[src/mdc_pkg.sv]
// Shared constants and types for the motor driver control register bank
package mdc_pkg;

   // Register offsets on the serial register port
   localparam logic [5:0] OFS_LOCK  = 6'h03;
   localparam logic [5:0] OFS_DRIVE = 6'h04;
   localparam logic [5:0] OFS_PROT  = 6'h05;
   localparam logic [5:0] OFS_OCP   = 6'h06;
   localparam logic [5:0] OFS_SENSE = 6'h07;

   // Reset values
   localparam logic [2:0] RST_LOCK  = 3'h0;
   localparam logic [7:0] RST_DRIVE = 8'h60;
   localparam logic [7:0] RST_PROT  = 8'h46;
   localparam logic [7:0] RST_OCP   = 8'h10;
   localparam logic [7:0] RST_SENSE = 8'h00;

   // Lock field codes
   localparam logic [2:0] LOCK_CODE   = 3'h6;
   localparam logic [2:0] UNLOCK_CODE = 3'h3;

   // Writable bits: drive bit 0 is a command, protection bit 7 reads zero
   localparam logic [7:0] DRIVE_WMASK = 8'hFE;
   localparam logic [7:0] PROT_WMASK  = 8'h7F;

   // Field positions, drive setup
   localparam int DRV_CLR_BIT    = 0;
   localparam int DRV_SCHEME_LSB = 1;
   localparam int DRV_SLEW_LSB   = 3;
   localparam int DRV_PIN_BIT    = 5;
   // Field positions, protection options
   localparam int PROT_WARN_BIT  = 0;
   localparam int PROT_OVON_BIT  = 2;
   localparam int PROT_OVSEL_BIT = 3;
   localparam int PROT_FREQ_BIT  = 4;
   // Field positions, overcurrent setup
   localparam int OVERCURRENT_RESPONSE_LSB   = 0;
   localparam int OVERCURRENT_THRESHOLD_BIT    = 2;
   localparam int OVERCURRENT_RETRY_WAIT_BIT  = 3;
   localparam int OVERCURRENT_FILTER_TIME_LSB    = 4;
   localparam int OVERCURRENT_CYCLE_CLEAR_BIT    = 6;
   localparam int OCP_OFF_BIT    = 7;
   // Field positions, sense and rectify setup
   localparam int SNS_GAIN_LSB   = 0;
   localparam int SNS_SYNC_BIT   = 2;
   localparam int SNS_ASYNC_BIT  = 3;
   localparam int SNS_RECIR_BIT  = 6;

   // Overcurrent response codes
   typedef enum logic [1:0] {
      MDC_OCR_LATCH  = 2'h0,
      MDC_OCR_RETRY  = 2'h1,
      MDC_OCR_REPORT = 2'h2,
      MDC_OCR_IGNORE = 2'h3
   } mdc_ocr_t;

   // Timing
   localparam int CLK_PERIOD_NS  = 10;
   localparam int CLK_MHZ        = 100;
   localparam int DEG0_NS        = 200;
   localparam int DEG1_NS        = 600;
   localparam int DEG2_NS        = 1250;
   localparam int DEG3_NS        = 1600;
   localparam logic [7:0] DEG0_CYC = 8'((DEG0_NS + CLK_PERIOD_NS - 1) / CLK_PERIOD_NS);
   localparam logic [7:0] DEG1_CYC = 8'((DEG1_NS + CLK_PERIOD_NS - 1) / CLK_PERIOD_NS);
   localparam logic [7:0] DEG2_CYC = 8'((DEG2_NS + CLK_PERIOD_NS - 1) / CLK_PERIOD_NS);
   localparam logic [7:0] DEG3_CYC = 8'((DEG3_NS + CLK_PERIOD_NS - 1) / CLK_PERIOD_NS);
   localparam int RETRY_SHORT_US = 5000;
   localparam int RETRY_LONG_US  = 500000;

   // Serial frame
   localparam logic [4:0] FRAME_BITS = 5'h10;
   localparam logic [4:0] HEAD_BITS  = 5'h07;

endpackage

[src/mdc_rb_if.sv]
// Register access carrier between the serial port and the register bank
`timescale 1ns/1ps
`default_nettype none
interface mdc_rb_if;
   logic       wr_stb;
   logic [5:0] addr;
   logic [7:0] wdata;
   logic [7:0] rdata;
   logic [7:0] stat;
   logic       sdo_bit;
   logic       sdo_act;

   modport port (output wr_stb, addr, wdata, sdo_bit, sdo_act, input rdata, stat);
   modport bank (input wr_stb, addr, wdata, sdo_bit, sdo_act, output rdata, stat);
endinterface
`default_nettype wire

[src/mdc_spi_port.sv]
// Serial register port: 16-bit frames, sampled on falling clock, launched on rising
`timescale 1ns/1ps
`default_nettype none
module mdc_spi_port (
   input  wire logic clk,
   input  wire logic rst,
   input  wire logic sclk,
   input  wire logic cs_n,
   input  wire logic sdi,
   mdc_rb_if.port    rb
);
   logic [1:0]  sclk_sync_reg;
   logic [1:0]  cs_sync_reg;
   logic [1:0]  sdi_sync_reg;
   logic        sclk_d_reg;
   logic        cs_d_reg;
   logic        sclk_rise;
   logic        sclk_fall;
   logic        cs_fall;
   logic        cs_rise;
   logic [15:0] rx_reg;
   logic [15:0] tx_reg;
   logic [4:0]  cnt_reg;
   logic [5:0]  addr_reg;
   logic        rd_reg;
   logic        load_reg;
   logic        sdo_reg;
   logic        wr_reg;
   logic [7:0]  wdata_reg;

   always_ff @(posedge clk or posedge rst) begin
      if (rst) begin
         sclk_sync_reg <= 2'h0;
         cs_sync_reg   <= 2'h3;
         sdi_sync_reg  <= 2'h0;
         sclk_d_reg    <= 1'b0;
         cs_d_reg      <= 1'b1;
      end else begin
         sclk_sync_reg <= {sclk_sync_reg[0], sclk};
         cs_sync_reg   <= {cs_sync_reg[0], cs_n};
         sdi_sync_reg  <= {sdi_sync_reg[0], sdi};
         sclk_d_reg    <= sclk_sync_reg[1];
         cs_d_reg      <= cs_sync_reg[1];
      end
   end

   assign sclk_rise = sclk_sync_reg[1] & ~sclk_d_reg & ~cs_sync_reg[1];
   assign sclk_fall = ~sclk_sync_reg[1] & sclk_d_reg & ~cs_sync_reg[1];
   assign cs_fall   = ~cs_sync_reg[1] & cs_d_reg;
   assign cs_rise   = cs_sync_reg[1] & ~cs_d_reg;

   // Receive side: command head, then data byte
   always_ff @(posedge clk or posedge rst) begin
      if (rst) begin
         rx_reg   <= 16'h0000;
         cnt_reg  <= 5'h00;
         addr_reg <= 6'h00;
         rd_reg   <= 1'b0;
         load_reg <= 1'b0;
      end else begin
         load_reg <= 1'b0;
         if (cs_fall) begin
            rx_reg  <= 16'h0000;
            cnt_reg <= 5'h00;
         end else if (sclk_fall) begin
            rx_reg <= {rx_reg[14:0], sdi_sync_reg[1]};
            if (cnt_reg != 5'h1F) begin
               cnt_reg <= cnt_reg + 5'h01;
            end
            if (cnt_reg == mdc_pkg::HEAD_BITS) begin
               addr_reg <= rx_reg[5:0];
               rd_reg   <= rx_reg[6];
               load_reg <= 1'b1;
            end
         end
      end
   end

   // Transmit side: status byte first, register data second
   always_ff @(posedge clk or posedge rst) begin
      if (rst) begin
         tx_reg  <= 16'h0000;
         sdo_reg <= 1'b0;
      end else if (cs_fall) begin
         tx_reg  <= {rb.stat, 8'h00};
         sdo_reg <= 1'b0;
      end else if (load_reg) begin
         tx_reg[15:8] <= rb.rdata;
      end else if (sclk_rise) begin
         sdo_reg <= tx_reg[15];
         tx_reg  <= {tx_reg[14:0], 1'b0};
      end
   end

   // Writes take effect only at the end of a complete frame
   always_ff @(posedge clk or posedge rst) begin
      if (rst) begin
         wr_reg    <= 1'b0;
         wdata_reg <= 8'h00;
      end else begin
         wr_reg <= cs_rise & ~rd_reg & (cnt_reg == mdc_pkg::FRAME_BITS);
         if (cs_rise) begin
            wdata_reg <= rx_reg[7:0];
         end
      end
   end

   assign rb.wr_stb  = wr_reg;
   assign rb.addr    = addr_reg;
   assign rb.wdata   = wdata_reg;
   assign rb.sdo_bit = sdo_reg;
   assign rb.sdo_act = ~cs_sync_reg[1];
endmodule
`default_nettype wire

[src/mdc_ctrl_regs.sv]
// Control register bank of a three-phase motor driver with overcurrent handling
`timescale 1ns/1ps
`default_nettype none
// Functional notes
// [RL1] Writing one to fault clear clears latched faults; bit reads back zero.
// [RL2] Pin style bit: zero open-drain, one push-pull; resets to one.
// [RL3] Slew field bits 4:3 selects 25, 50, 125, 200 V/us.
// [RL4] Scheme field bits 2:1: six-input, six with limit, three, three with limit.
// [RL5] Full-duty frequency bit: zero 20 kHz, one 40 kHz.
// [RL6] Overvoltage level bit: zero 34 V, one 22 V.
// [RL7] Overvoltage guard bit enables detection; resets to one.
// [RL8] Warning report bit lets over-temperature warning pull fault output low.
// [RL9] Standby bit set requests low-power standby; clearing does nothing itself.
// [RL10] Cycle clear bit releases overcurrent shutdown on next switching input change.
// [RL11] Filter field bits 5:4: 0.2, 0.6, 1.25, 1.6 us; resets to code 1.
// [RL12] Retry bit selects retry wait: zero 5 ms, one 500 ms.
// [RL13] Threshold bit selects trip current: zero 16 A, one 24 A.
// [RL14] Response field: latched, auto-retry, report only, nothing.
// [RL15] Recirculation bit: zero brake through transistors, one coast through diodes.
// [RL16] Bit 3 enables asynchronous active rectification.
// [RL17] Bit 2 enables synchronous active rectification.
// [RL18] Gain field selects 0.15, 0.3, 0.6, 1.2 V/A.
// [RL19] Drive setup at 0x4 resets to 0x60; top two reserved bits writable.
// [RL20] Protection options at 0x5 resets to 0x46; bit 7 reads zero.
// [RL21] Lock code in lock field blocks control writes; unlock code re-enables.
// [RL22] Both rectification modes on enables automatic diode-conduction takeover.
// [RL23] Reserved writable bits hold written values and affect nothing.
module mdc_ctrl_regs #(
   parameter int RETRY_SHORT_CYC = mdc_pkg::RETRY_SHORT_US * mdc_pkg::CLK_MHZ,
   parameter int RETRY_LONG_CYC  = mdc_pkg::RETRY_LONG_US * mdc_pkg::CLK_MHZ
) (
   input  wire logic       CORE_CLK,
   input  wire logic       RST,
   input  wire logic       SCLK,
   input  wire logic       CS_N,
   input  wire logic       SDI,
   output logic            SDO_OUT,
   output logic            SDO_OE,
   input  wire logic       FAULT_IN,
   input  wire logic       HEAT_WARN_IN,
   input  wire logic       OVERCURRENT_IN,
   input  wire logic       SWITCH_IN,
   output logic            FAULT_OUT_N,
   output logic            FAULT_CLEAR,
   output logic            STAGE_OFF,
   output logic            REGS_LOCKED,
   output logic [1:0]      SLEW_SEL,
   output logic [1:0]      INPUT_SCHEME,
   output logic            FULL_DUTY_FREQ_SEL,
   output logic            OVERVOLTAGE_LEVEL_SEL,
   output logic            OVERVOLTAGE_GUARD_ON,
   output logic            DRIVER_STANDBY_REQ,
   output logic            OVERCURRENT_THRESHOLD,
   output logic            LIMIT_RECIRCULATION_SEL,
   output logic            ASYNC_RECTIFY_ON,
   output logic            SYNC_RECTIFY_ON,
   output logic            ACTIVE_DEMAG_ON,
   output logic [1:0]      SENSE_GAIN_SEL
);
   localparam int TW = $clog2(RETRY_LONG_CYC + 1);

   generate
      if (RETRY_SHORT_CYC < 1 || RETRY_LONG_CYC < RETRY_SHORT_CYC || TW > 31) begin : g_bad
         $error("retry counts out of range");
      end
   endgenerate

   typedef enum logic [1:0] {
      MDC_OC_IDLE = 2'b00,
      MDC_OC_FILT = 2'b01,
      MDC_OC_TRIP = 2'b11,
      MDC_OC_WAIT = 2'b10
   } mdc_oc_t;

   mdc_rb_if rb ();

   logic [2:0]    lock_reg;
   logic          locked_reg;
   logic [7:0]    drive_setup_reg;
   logic [7:0]    protection_options_reg;
   logic [7:0]    overcurrent_setup_reg;
   logic [7:0]    sense_rectify_setup_reg;
   logic          clear_reg;
   logic [3:0]    in_meta_reg;
   logic [3:0]    in_sync_reg;
   logic          switch_d_reg;
   logic          switch_edge;
   logic          fault_latch_reg;
   logic          oc_flag_reg;
   logic          fault_n_reg;
   logic          demag_reg;
   mdc_oc_t       oc_state_reg;
   mdc_oc_t       oc_state_next;
   logic [7:0]    filt_cnt_reg;
   logic [7:0]    filt_len;
   logic [TW-1:0] retry_cnt_reg;
   logic [TW-1:0] retry_len;
   logic          ctrl_wr;
   logic          oc_hit;
   logic          oc_report;
   logic          fault_clear_cmd;
   logic          overcurrent_cycle_clear;
   mdc_pkg::mdc_ocr_t overcurrent_response;

   mdc_spi_port u_port (
      .clk  (CORE_CLK),
      .rst  (RST),
      .sclk (SCLK),
      .cs_n (CS_N),
      .sdi  (SDI),
      .rb   (rb.port)
   );

   assign ctrl_wr = rb.wr_stb & ~locked_reg; // see [RL21]

   // Lock field is always writable
   always_ff @(posedge CORE_CLK or posedge RST) begin
      if (RST) begin
         lock_reg   <= mdc_pkg::RST_LOCK;
         locked_reg <= 1'b0;
      end else if (rb.wr_stb && rb.addr == mdc_pkg::OFS_LOCK) begin
         lock_reg <= rb.wdata[2:0];
         if (rb.wdata[2:0] == mdc_pkg::LOCK_CODE) begin
            locked_reg <= 1'b1; // see [RL21]
         end else if (rb.wdata[2:0] == mdc_pkg::UNLOCK_CODE) begin
            locked_reg <= 1'b0; // see [RL21]
         end
      end
   end

   // Configuration registers; reserved writable bits are stored only
   always_ff @(posedge CORE_CLK or posedge RST) begin
      if (RST) begin
         drive_setup_reg         <= mdc_pkg::RST_DRIVE; // see [RL19] [RL2]
         protection_options_reg  <= mdc_pkg::RST_PROT; // see [RL20] [RL7]
         overcurrent_setup_reg   <= mdc_pkg::RST_OCP; // see [RL11]
         sense_rectify_setup_reg <= mdc_pkg::RST_SENSE;
      end else if (ctrl_wr) begin
         case (rb.addr)
            mdc_pkg::OFS_DRIVE: begin
               drive_setup_reg <= rb.wdata & mdc_pkg::DRIVE_WMASK; // see [RL19] [RL23]
            end
            mdc_pkg::OFS_PROT: begin
               protection_options_reg <= rb.wdata & mdc_pkg::PROT_WMASK; // see [RL20] [RL23]
            end
            mdc_pkg::OFS_OCP: begin
               overcurrent_setup_reg <= rb.wdata;
            end
            mdc_pkg::OFS_SENSE: begin
               sense_rectify_setup_reg <= rb.wdata; // see [RL23]
            end
            default: begin
            end
         endcase
      end
   end

   // Clear command is a one-cycle pulse and never stored
   assign fault_clear_cmd = ctrl_wr && rb.addr == mdc_pkg::OFS_DRIVE
                            && rb.wdata[mdc_pkg::DRV_CLR_BIT];

   always_ff @(posedge CORE_CLK or posedge RST) begin
      if (RST) begin
         clear_reg <= 1'b0;
      end else begin
         clear_reg <= fault_clear_cmd; // see [RL1]
      end
   end

   always_comb begin
      case (rb.addr)
         mdc_pkg::OFS_LOCK:  rb.rdata = {5'h00, lock_reg};
         mdc_pkg::OFS_DRIVE: rb.rdata = drive_setup_reg;
         mdc_pkg::OFS_PROT:  rb.rdata = protection_options_reg;
         mdc_pkg::OFS_OCP:   rb.rdata = overcurrent_setup_reg;
         mdc_pkg::OFS_SENSE: rb.rdata = sense_rectify_setup_reg;
         default:            rb.rdata = 8'h00;
      endcase
   end

   assign rb.stat = {~fault_n_reg, 4'h0, in_sync_reg[1], oc_flag_reg, fault_latch_reg};

   // Serial output pin: push-pull drives both levels, open-drain only pulls low
   always_comb begin
      if (drive_setup_reg[mdc_pkg::DRV_PIN_BIT]) begin
         SDO_OUT = rb.sdo_bit; // see [RL2]
         SDO_OE  = rb.sdo_act;
      end else begin
         SDO_OUT = 1'b0; // see [RL2]
         SDO_OE  = rb.sdo_act & ~rb.sdo_bit;
      end
   end

   // Status inputs from the power stage, each through two flip-flops
   genvar gi;
   generate
      for (gi = 0; gi < 4; gi++) begin : g_sync
         always_ff @(posedge CORE_CLK or posedge RST) begin
            if (RST) begin
               in_meta_reg[gi] <= 1'b0;
               in_sync_reg[gi] <= 1'b0;
            end else begin
               in_meta_reg[gi] <= (gi == 0) ? FAULT_IN : (gi == 1) ? HEAT_WARN_IN :
                                  (gi == 2) ? OVERCURRENT_IN : SWITCH_IN;
               in_sync_reg[gi] <= in_meta_reg[gi];
            end
         end
      end
   endgenerate

   always_ff @(posedge CORE_CLK or posedge RST) begin
      if (RST) begin
         switch_d_reg <= 1'b0;
      end else begin
         switch_d_reg <= in_sync_reg[3];
      end
   end

   assign switch_edge = in_sync_reg[3] ^ switch_d_reg;
   assign overcurrent_cycle_clear = overcurrent_setup_reg[mdc_pkg::OVERCURRENT_CYCLE_CLEAR_BIT];
   assign overcurrent_response = mdc_pkg::mdc_ocr_t'(
             overcurrent_setup_reg[mdc_pkg::OVERCURRENT_RESPONSE_LSB +: 2]);

   always_comb begin
      case (overcurrent_setup_reg[mdc_pkg::OVERCURRENT_FILTER_TIME_LSB +: 2])
         2'h0:    filt_len = mdc_pkg::DEG0_CYC; // see [RL11]
         2'h1:    filt_len = mdc_pkg::DEG1_CYC;
         2'h2:    filt_len = mdc_pkg::DEG2_CYC;
         default: filt_len = mdc_pkg::DEG3_CYC;
      endcase
   end

   assign retry_len = overcurrent_setup_reg[mdc_pkg::OVERCURRENT_RETRY_WAIT_BIT] ?
                      TW'(RETRY_LONG_CYC) : TW'(RETRY_SHORT_CYC); // see [RL12]
   assign oc_hit    = oc_state_reg == MDC_OC_FILT && in_sync_reg[2]
                      && filt_cnt_reg >= filt_len - 8'h01;
   assign oc_report = oc_hit && overcurrent_response != mdc_pkg::MDC_OCR_IGNORE; // see [RL14]

   always_comb begin
      oc_state_next = oc_state_reg;
      case (oc_state_reg)
         MDC_OC_IDLE: begin
            if (in_sync_reg[2] && overcurrent_response != mdc_pkg::MDC_OCR_IGNORE) begin
               oc_state_next = MDC_OC_FILT;
            end
         end
         MDC_OC_FILT: begin
            if (!in_sync_reg[2]) begin
               oc_state_next = MDC_OC_IDLE;
            end else if (oc_hit) begin
               case (overcurrent_response) // see [RL14]
                  mdc_pkg::MDC_OCR_LATCH: oc_state_next = MDC_OC_TRIP;
                  mdc_pkg::MDC_OCR_RETRY: oc_state_next = MDC_OC_WAIT;
                  default:                oc_state_next = MDC_OC_IDLE;
               endcase
            end
         end
         MDC_OC_TRIP: begin
            if (clear_reg || (overcurrent_cycle_clear && switch_edge)) begin
               oc_state_next = MDC_OC_IDLE; // see [RL1] [RL10]
            end
         end
         MDC_OC_WAIT: begin
            if (retry_cnt_reg >= retry_len - TW'(1)
                || (overcurrent_cycle_clear && switch_edge)) begin
               oc_state_next = MDC_OC_IDLE; // see [RL12] [RL10]
            end
         end
         default: oc_state_next = MDC_OC_IDLE;
      endcase
   end

   always_ff @(posedge CORE_CLK or posedge RST) begin
      if (RST) begin
         oc_state_reg <= MDC_OC_IDLE;
      end else begin
         oc_state_reg <= oc_state_next;
      end
   end

   // Deglitch and retry timers
   always_ff @(posedge CORE_CLK or posedge RST) begin
      if (RST) begin
         filt_cnt_reg  <= 8'h00;
         retry_cnt_reg <= '0;
      end else begin
         filt_cnt_reg  <= (oc_state_reg == MDC_OC_FILT) ? filt_cnt_reg + 8'h01 : 8'h00;
         retry_cnt_reg <= (oc_state_reg == MDC_OC_WAIT) ? retry_cnt_reg + TW'(1) : '0;
      end
   end

   // Latched flags: a new event wins over a clear in the same cycle
   always_ff @(posedge CORE_CLK or posedge RST) begin
      if (RST) begin
         fault_latch_reg <= 1'b0;
         oc_flag_reg     <= 1'b0;
      end else begin
         if (in_sync_reg[0]) begin
            fault_latch_reg <= 1'b1;
         end else if (clear_reg) begin
            fault_latch_reg <= 1'b0; // see [RL1]
         end
         if (oc_report) begin
            oc_flag_reg <= 1'b1;
         end else if (clear_reg) begin
            oc_flag_reg <= 1'b0; // see [RL1]
         end
      end
   end

   always_ff @(posedge CORE_CLK or posedge RST) begin
      if (RST) begin
         fault_n_reg <= 1'b1;
         demag_reg   <= 1'b0;
      end else begin
         fault_n_reg <= ~(fault_latch_reg | oc_flag_reg // see [RL8]
                          | (in_sync_reg[1] & protection_options_reg[mdc_pkg::PROT_WARN_BIT]));
         demag_reg   <= sense_rectify_setup_reg[mdc_pkg::SNS_ASYNC_BIT]
                        & sense_rectify_setup_reg[mdc_pkg::SNS_SYNC_BIT]; // see [RL22]
      end
   end

   assign FAULT_OUT_N             = fault_n_reg;
   assign FAULT_CLEAR             = clear_reg; // see [RL1]
   assign STAGE_OFF               = oc_state_reg == MDC_OC_TRIP || oc_state_reg == MDC_OC_WAIT;
   assign REGS_LOCKED             = locked_reg;
   assign SLEW_SEL                = drive_setup_reg[mdc_pkg::DRV_SLEW_LSB +: 2]; // see [RL3]
   assign INPUT_SCHEME            = drive_setup_reg[mdc_pkg::DRV_SCHEME_LSB +: 2]; // see [RL4]
   assign FULL_DUTY_FREQ_SEL      = protection_options_reg[mdc_pkg::PROT_FREQ_BIT]; // see [RL5]
   assign OVERVOLTAGE_LEVEL_SEL   = protection_options_reg[mdc_pkg::PROT_OVSEL_BIT]; // see [RL6]
   assign OVERVOLTAGE_GUARD_ON    = protection_options_reg[mdc_pkg::PROT_OVON_BIT]; // see [RL7]
   assign DRIVER_STANDBY_REQ      = overcurrent_setup_reg[mdc_pkg::OCP_OFF_BIT]; // see [RL9]
   assign OVERCURRENT_THRESHOLD   = overcurrent_setup_reg[mdc_pkg::OVERCURRENT_THRESHOLD_BIT]; // see [RL13]
   assign LIMIT_RECIRCULATION_SEL = sense_rectify_setup_reg[mdc_pkg::SNS_RECIR_BIT]; // see [RL15]
   assign ASYNC_RECTIFY_ON        = sense_rectify_setup_reg[mdc_pkg::SNS_ASYNC_BIT]; // see [RL16]
   assign SYNC_RECTIFY_ON         = sense_rectify_setup_reg[mdc_pkg::SNS_SYNC_BIT]; // see [RL17]
   assign ACTIVE_DEMAG_ON         = demag_reg;
   assign SENSE_GAIN_SEL          = sense_rectify_setup_reg[mdc_pkg::SNS_GAIN_LSB +: 2]; // see [RL18]
endmodule
`default_nettype wire

[config.mk]
export PLATFORM = sky130hd
export DESIGN_NAME = mdc_ctrl_regs
export DESIGN_NICKNAME = d
export VERILOG_FILES = /design/src/mdc_pkg.sv /design/src/mdc_rb_if.sv /design/src/mdc_spi_port.sv /design/src/mdc_ctrl_regs.sv
export SDC_FILE = /design/constraint.sdc
export NUM_CORES = 1
export LEC_CHECK = 0
export BUFFER_PORTS_ARGS = -buffer_cell sky130_fd_sc_hd__buf_2
export CAP_MARGIN = 10
export CORE_MARGIN = 2
export CORE_UTILIZATION = 61
export DETAILED_ROUTE_END_ITERATION = 12
export HOLD_SLACK_MARGIN = 0.02
export PLACE_DENSITY = 0.8
export SLEW_MARGIN = 10
export SYNTH_ARGS = -nofsm -noshare
export SYNTH_HDL_FRONTEND = slang
export SYNTH_SLANG_ARGS = --single-unit
[constraint.sdc]
create_clock -name CORE_CLK -period 5.5 [get_ports CORE_CLK]
set_input_delay 1.1 -clock CORE_CLK [delete_from_list [all_inputs] [get_ports CORE_CLK]]
set_output_delay 1.1 -clock CORE_CLK [all_outputs]
set_load 0.02 [all_outputs]
==> impl_metrics.yaml <==
placed_design:
  io_buffers: 29
  gp_congestion: 0.8273
  dp.cells: 680
  place_hpwl_um: 8593
timing:
  fin_tns_setup_ns: 0
  slew_headroom_pct: 32.22
  report.final.slew_viol_count: 0
  post-route-min-period_ns: 2.550
  setup_viol: 0
  fmax_mhz: 392.2
  hold_viol: 0
  fin_worst_skew_ns: 0.007031
  finalCritPeriodShare_pct: 46.36
  rsz0062_at_grt: "no"
  tightest_slew_ns: 1.017
yosys:
  synth_area_per_cell_um2: 11.60
  synth-main-ff-cell: "dfrtp_1"
  synth-seq-cells: 131
  seq_area_frac_synth_pct: 52.75
  synthCells: 538
  synth_top_area_cell: "dfrtp_1"
  synth_top_family_by_area: "simple AND/OR/NAND/NOR gates"
  synth-compound-area-share_pct: 6.839
  yosys.area.top_type_share_pct: 48.54
  yosys_warnings: 0
  synth_adder_area_share_pct: 6.177
  synthXorXnorAreaFrac_pct: 5.054
  synth_area_leaders: "dfrtp_1 (49%), mux2_2 (8.3%), ha_1 (6.0%), dfstp_2 (4.2%), xor2_1 (3.7%)"
  postSynth.asyncResetShare_pct: 100.0
  synth_edf_count: 0
  ys_types: 62
  syn-num-nets: 577
  muxShareOfSynthArea_pct: 10.81
  synth-simple-area-share_pct: 15.34
  syn_area_mm2: 0.006238
setup_path:
  endpoint_kind: "primary output"
  critPathKind: "register to primary output"
  critPathLaunchType: "register"
  worstPathArrival_ns: 1.45
  crit_path_cell_trace: "inv_1 > a21oi_1 > buf_2"
  cp_slowest_cell: "dfstp_2"
  crit_required_ns: 4.40
  cp_slowest_stage_delay_ns: 0.52
  crit_fanout: 3
detailed_routing:
  wirelength_um: 12430
  drc: 0
  viasPerCell: 5.848
  num_vias: 4158
  dr.pass1.iters: 4
  post_drt_wl_per_cell_um: 17.48
  first_iter_violations: 228
  drtAntennaViolNets: 0
flow_run:
  cap_violations: 0
floorplanning:
  die_h_um: 105.1
  die_area_mm2: 0.01105
  coreArea_mm2: 0.009864
  num_rows: 36
  start_util_pct: 63.24
  pin_count: 30
  die_w_um: 105.1
hold_path:
  worstHoldPathType: "register to register"
finish:
  largest_reg_flops: 26
  nFillCells: 666
  final_cell_count_no_fill: 711
  final_nets: 605
  final_common_cell: "dfrtp_1"
  syn_to_final_growth_pct: 11.47
  diodes: 0
  drive_above_1_share_pct: 22.66
  final_cell_mix: "dfrtp_1 (121), nor2_1 (48), mux2_2 (46)"
clock_tree:
  cts_resized: 0
  post_cts_buffers: 0
  insertion_delay_ns: 0.52
  postCtsHoldBufs: 0
  cts_tree: "built"
  htreeDepth: 4
  clock_tree.buffer_depth: 2
  cts_root_buf: "clkbuf_8"
  cts_buffers: 17
  path_clk_slew_ns: 0.05
  clock_sinks: 131
grt:
  antenna_found_initial: 0
  grt_first_pass_wirelength_um: 21050
  grt.total_usage_pct: 24.55
  grt-ovfl-total: 0
  grt_max_degree: 61
  first_global_vias: 4247
status:
  status: "finished, final reports clean"
pwr:
  ir_drop_mv: 0.3235
  p_per_area_mw_per_mm2: 292.9
  power.leakage_nw: 3.237
## critical path: cells and delay by family (launching register included)
family                 cells  cell delay (ns)
AO/OA/AOI/OAI              1             0.15
buffers and inverters      2             0.26
flip-flops                 1             0.52
## layer usage
layer	global-route usage, %	part of all wire (%)	vias up
met5	0	0	-
met4	12.29	3.7	0
met3	6.488	3.9	32
met2	39.10	48	88
met1	31.07	44	2074
li1	-	-	1964
## worst paths after layout
kind                                     endpoint                startpoint  slack, ns  cells past startpoint
max                                        SDO_OE        drive_setup_reg[5]       2.95                      3
min                        u_port.sdi_sync_reg[1]    u_port.sdi_sync_reg[0]       0.35                      0
max reg2reg                       oc_state_reg[0]  overcurrent_setup_reg[4]       3.19                      9
min reg2reg                u_port.sdi_sync_reg[1]    u_port.sdi_sync_reg[0]       0.35                      0
max in group asynchronous             FAULT_OUT_N                       RST       3.75                      3
min in group asynchronous        retry_cnt_reg[8]                       RST       0.71                      2
## cell type report
cell class,count,area (µm²),share of cell area (%)
Multi-Input combinational cell,365,2759,39.67
Inverter,19,73.82,1.062
Tap cell,133,166.4,2.393
Clock buffer,31,496.7,7.143
Sequential cell,131,3291,47.32
Timing Repair Buffer,32,167.7,2.411
## metrics by stage
step	utilization [%]	hold slack, ns	instance area [µm²]	total power, mW	setup slack [ns]
2_1_floorplan	-	0.3312	6238	1.071	0.9189
3_3_place_gp	65.46	0.3315	6457	1.090	3.185
3_5_place_dp	65.46	0.3347	6457	1.095	3.166
4_1_cts	70.50	0.3474	6954	2.053	2.957
5_1_grt	70.50	0.3523	6954	2.108	2.918
6_report	70.50	0.3462	6954	2.037	2.950
## cells in the mapped netlist (10+ instances only)
| master | count |
|---|---|
| nand2_1 | 42 |
| ha_1 | 30 |
| nand4_1 | 17 |
| dfstp_2 | 10 |
| xnor2_1 | 10 |
| inv_1 | 19 |
| xor2_1 | 26 |
| nor2_1 | 48 |
| mux2_2 | 46 |
| o21ai_0 | 13 |
| dfrtp_1 | 121 |
| a21oi_1 | 23 |
| clkbuf_1 | 12 |
| nand3_1 | 23 |
## where the power goes
group          internal, mW  switching (mW)
clock                 0.588           0.369
sequential            0.989          0.0175
combinational        0.0264          0.0480
total                  1.60           0.434
## cells by family after synthesis
logic type | Yosys count
compound gates | 66
xor+xnor | 36
fa+ha+maj | 31
buf+inv | 42
flops | 131
mux | 54
simple gates | 178
No activity file was read; power rests on OpenSTA's default activity.
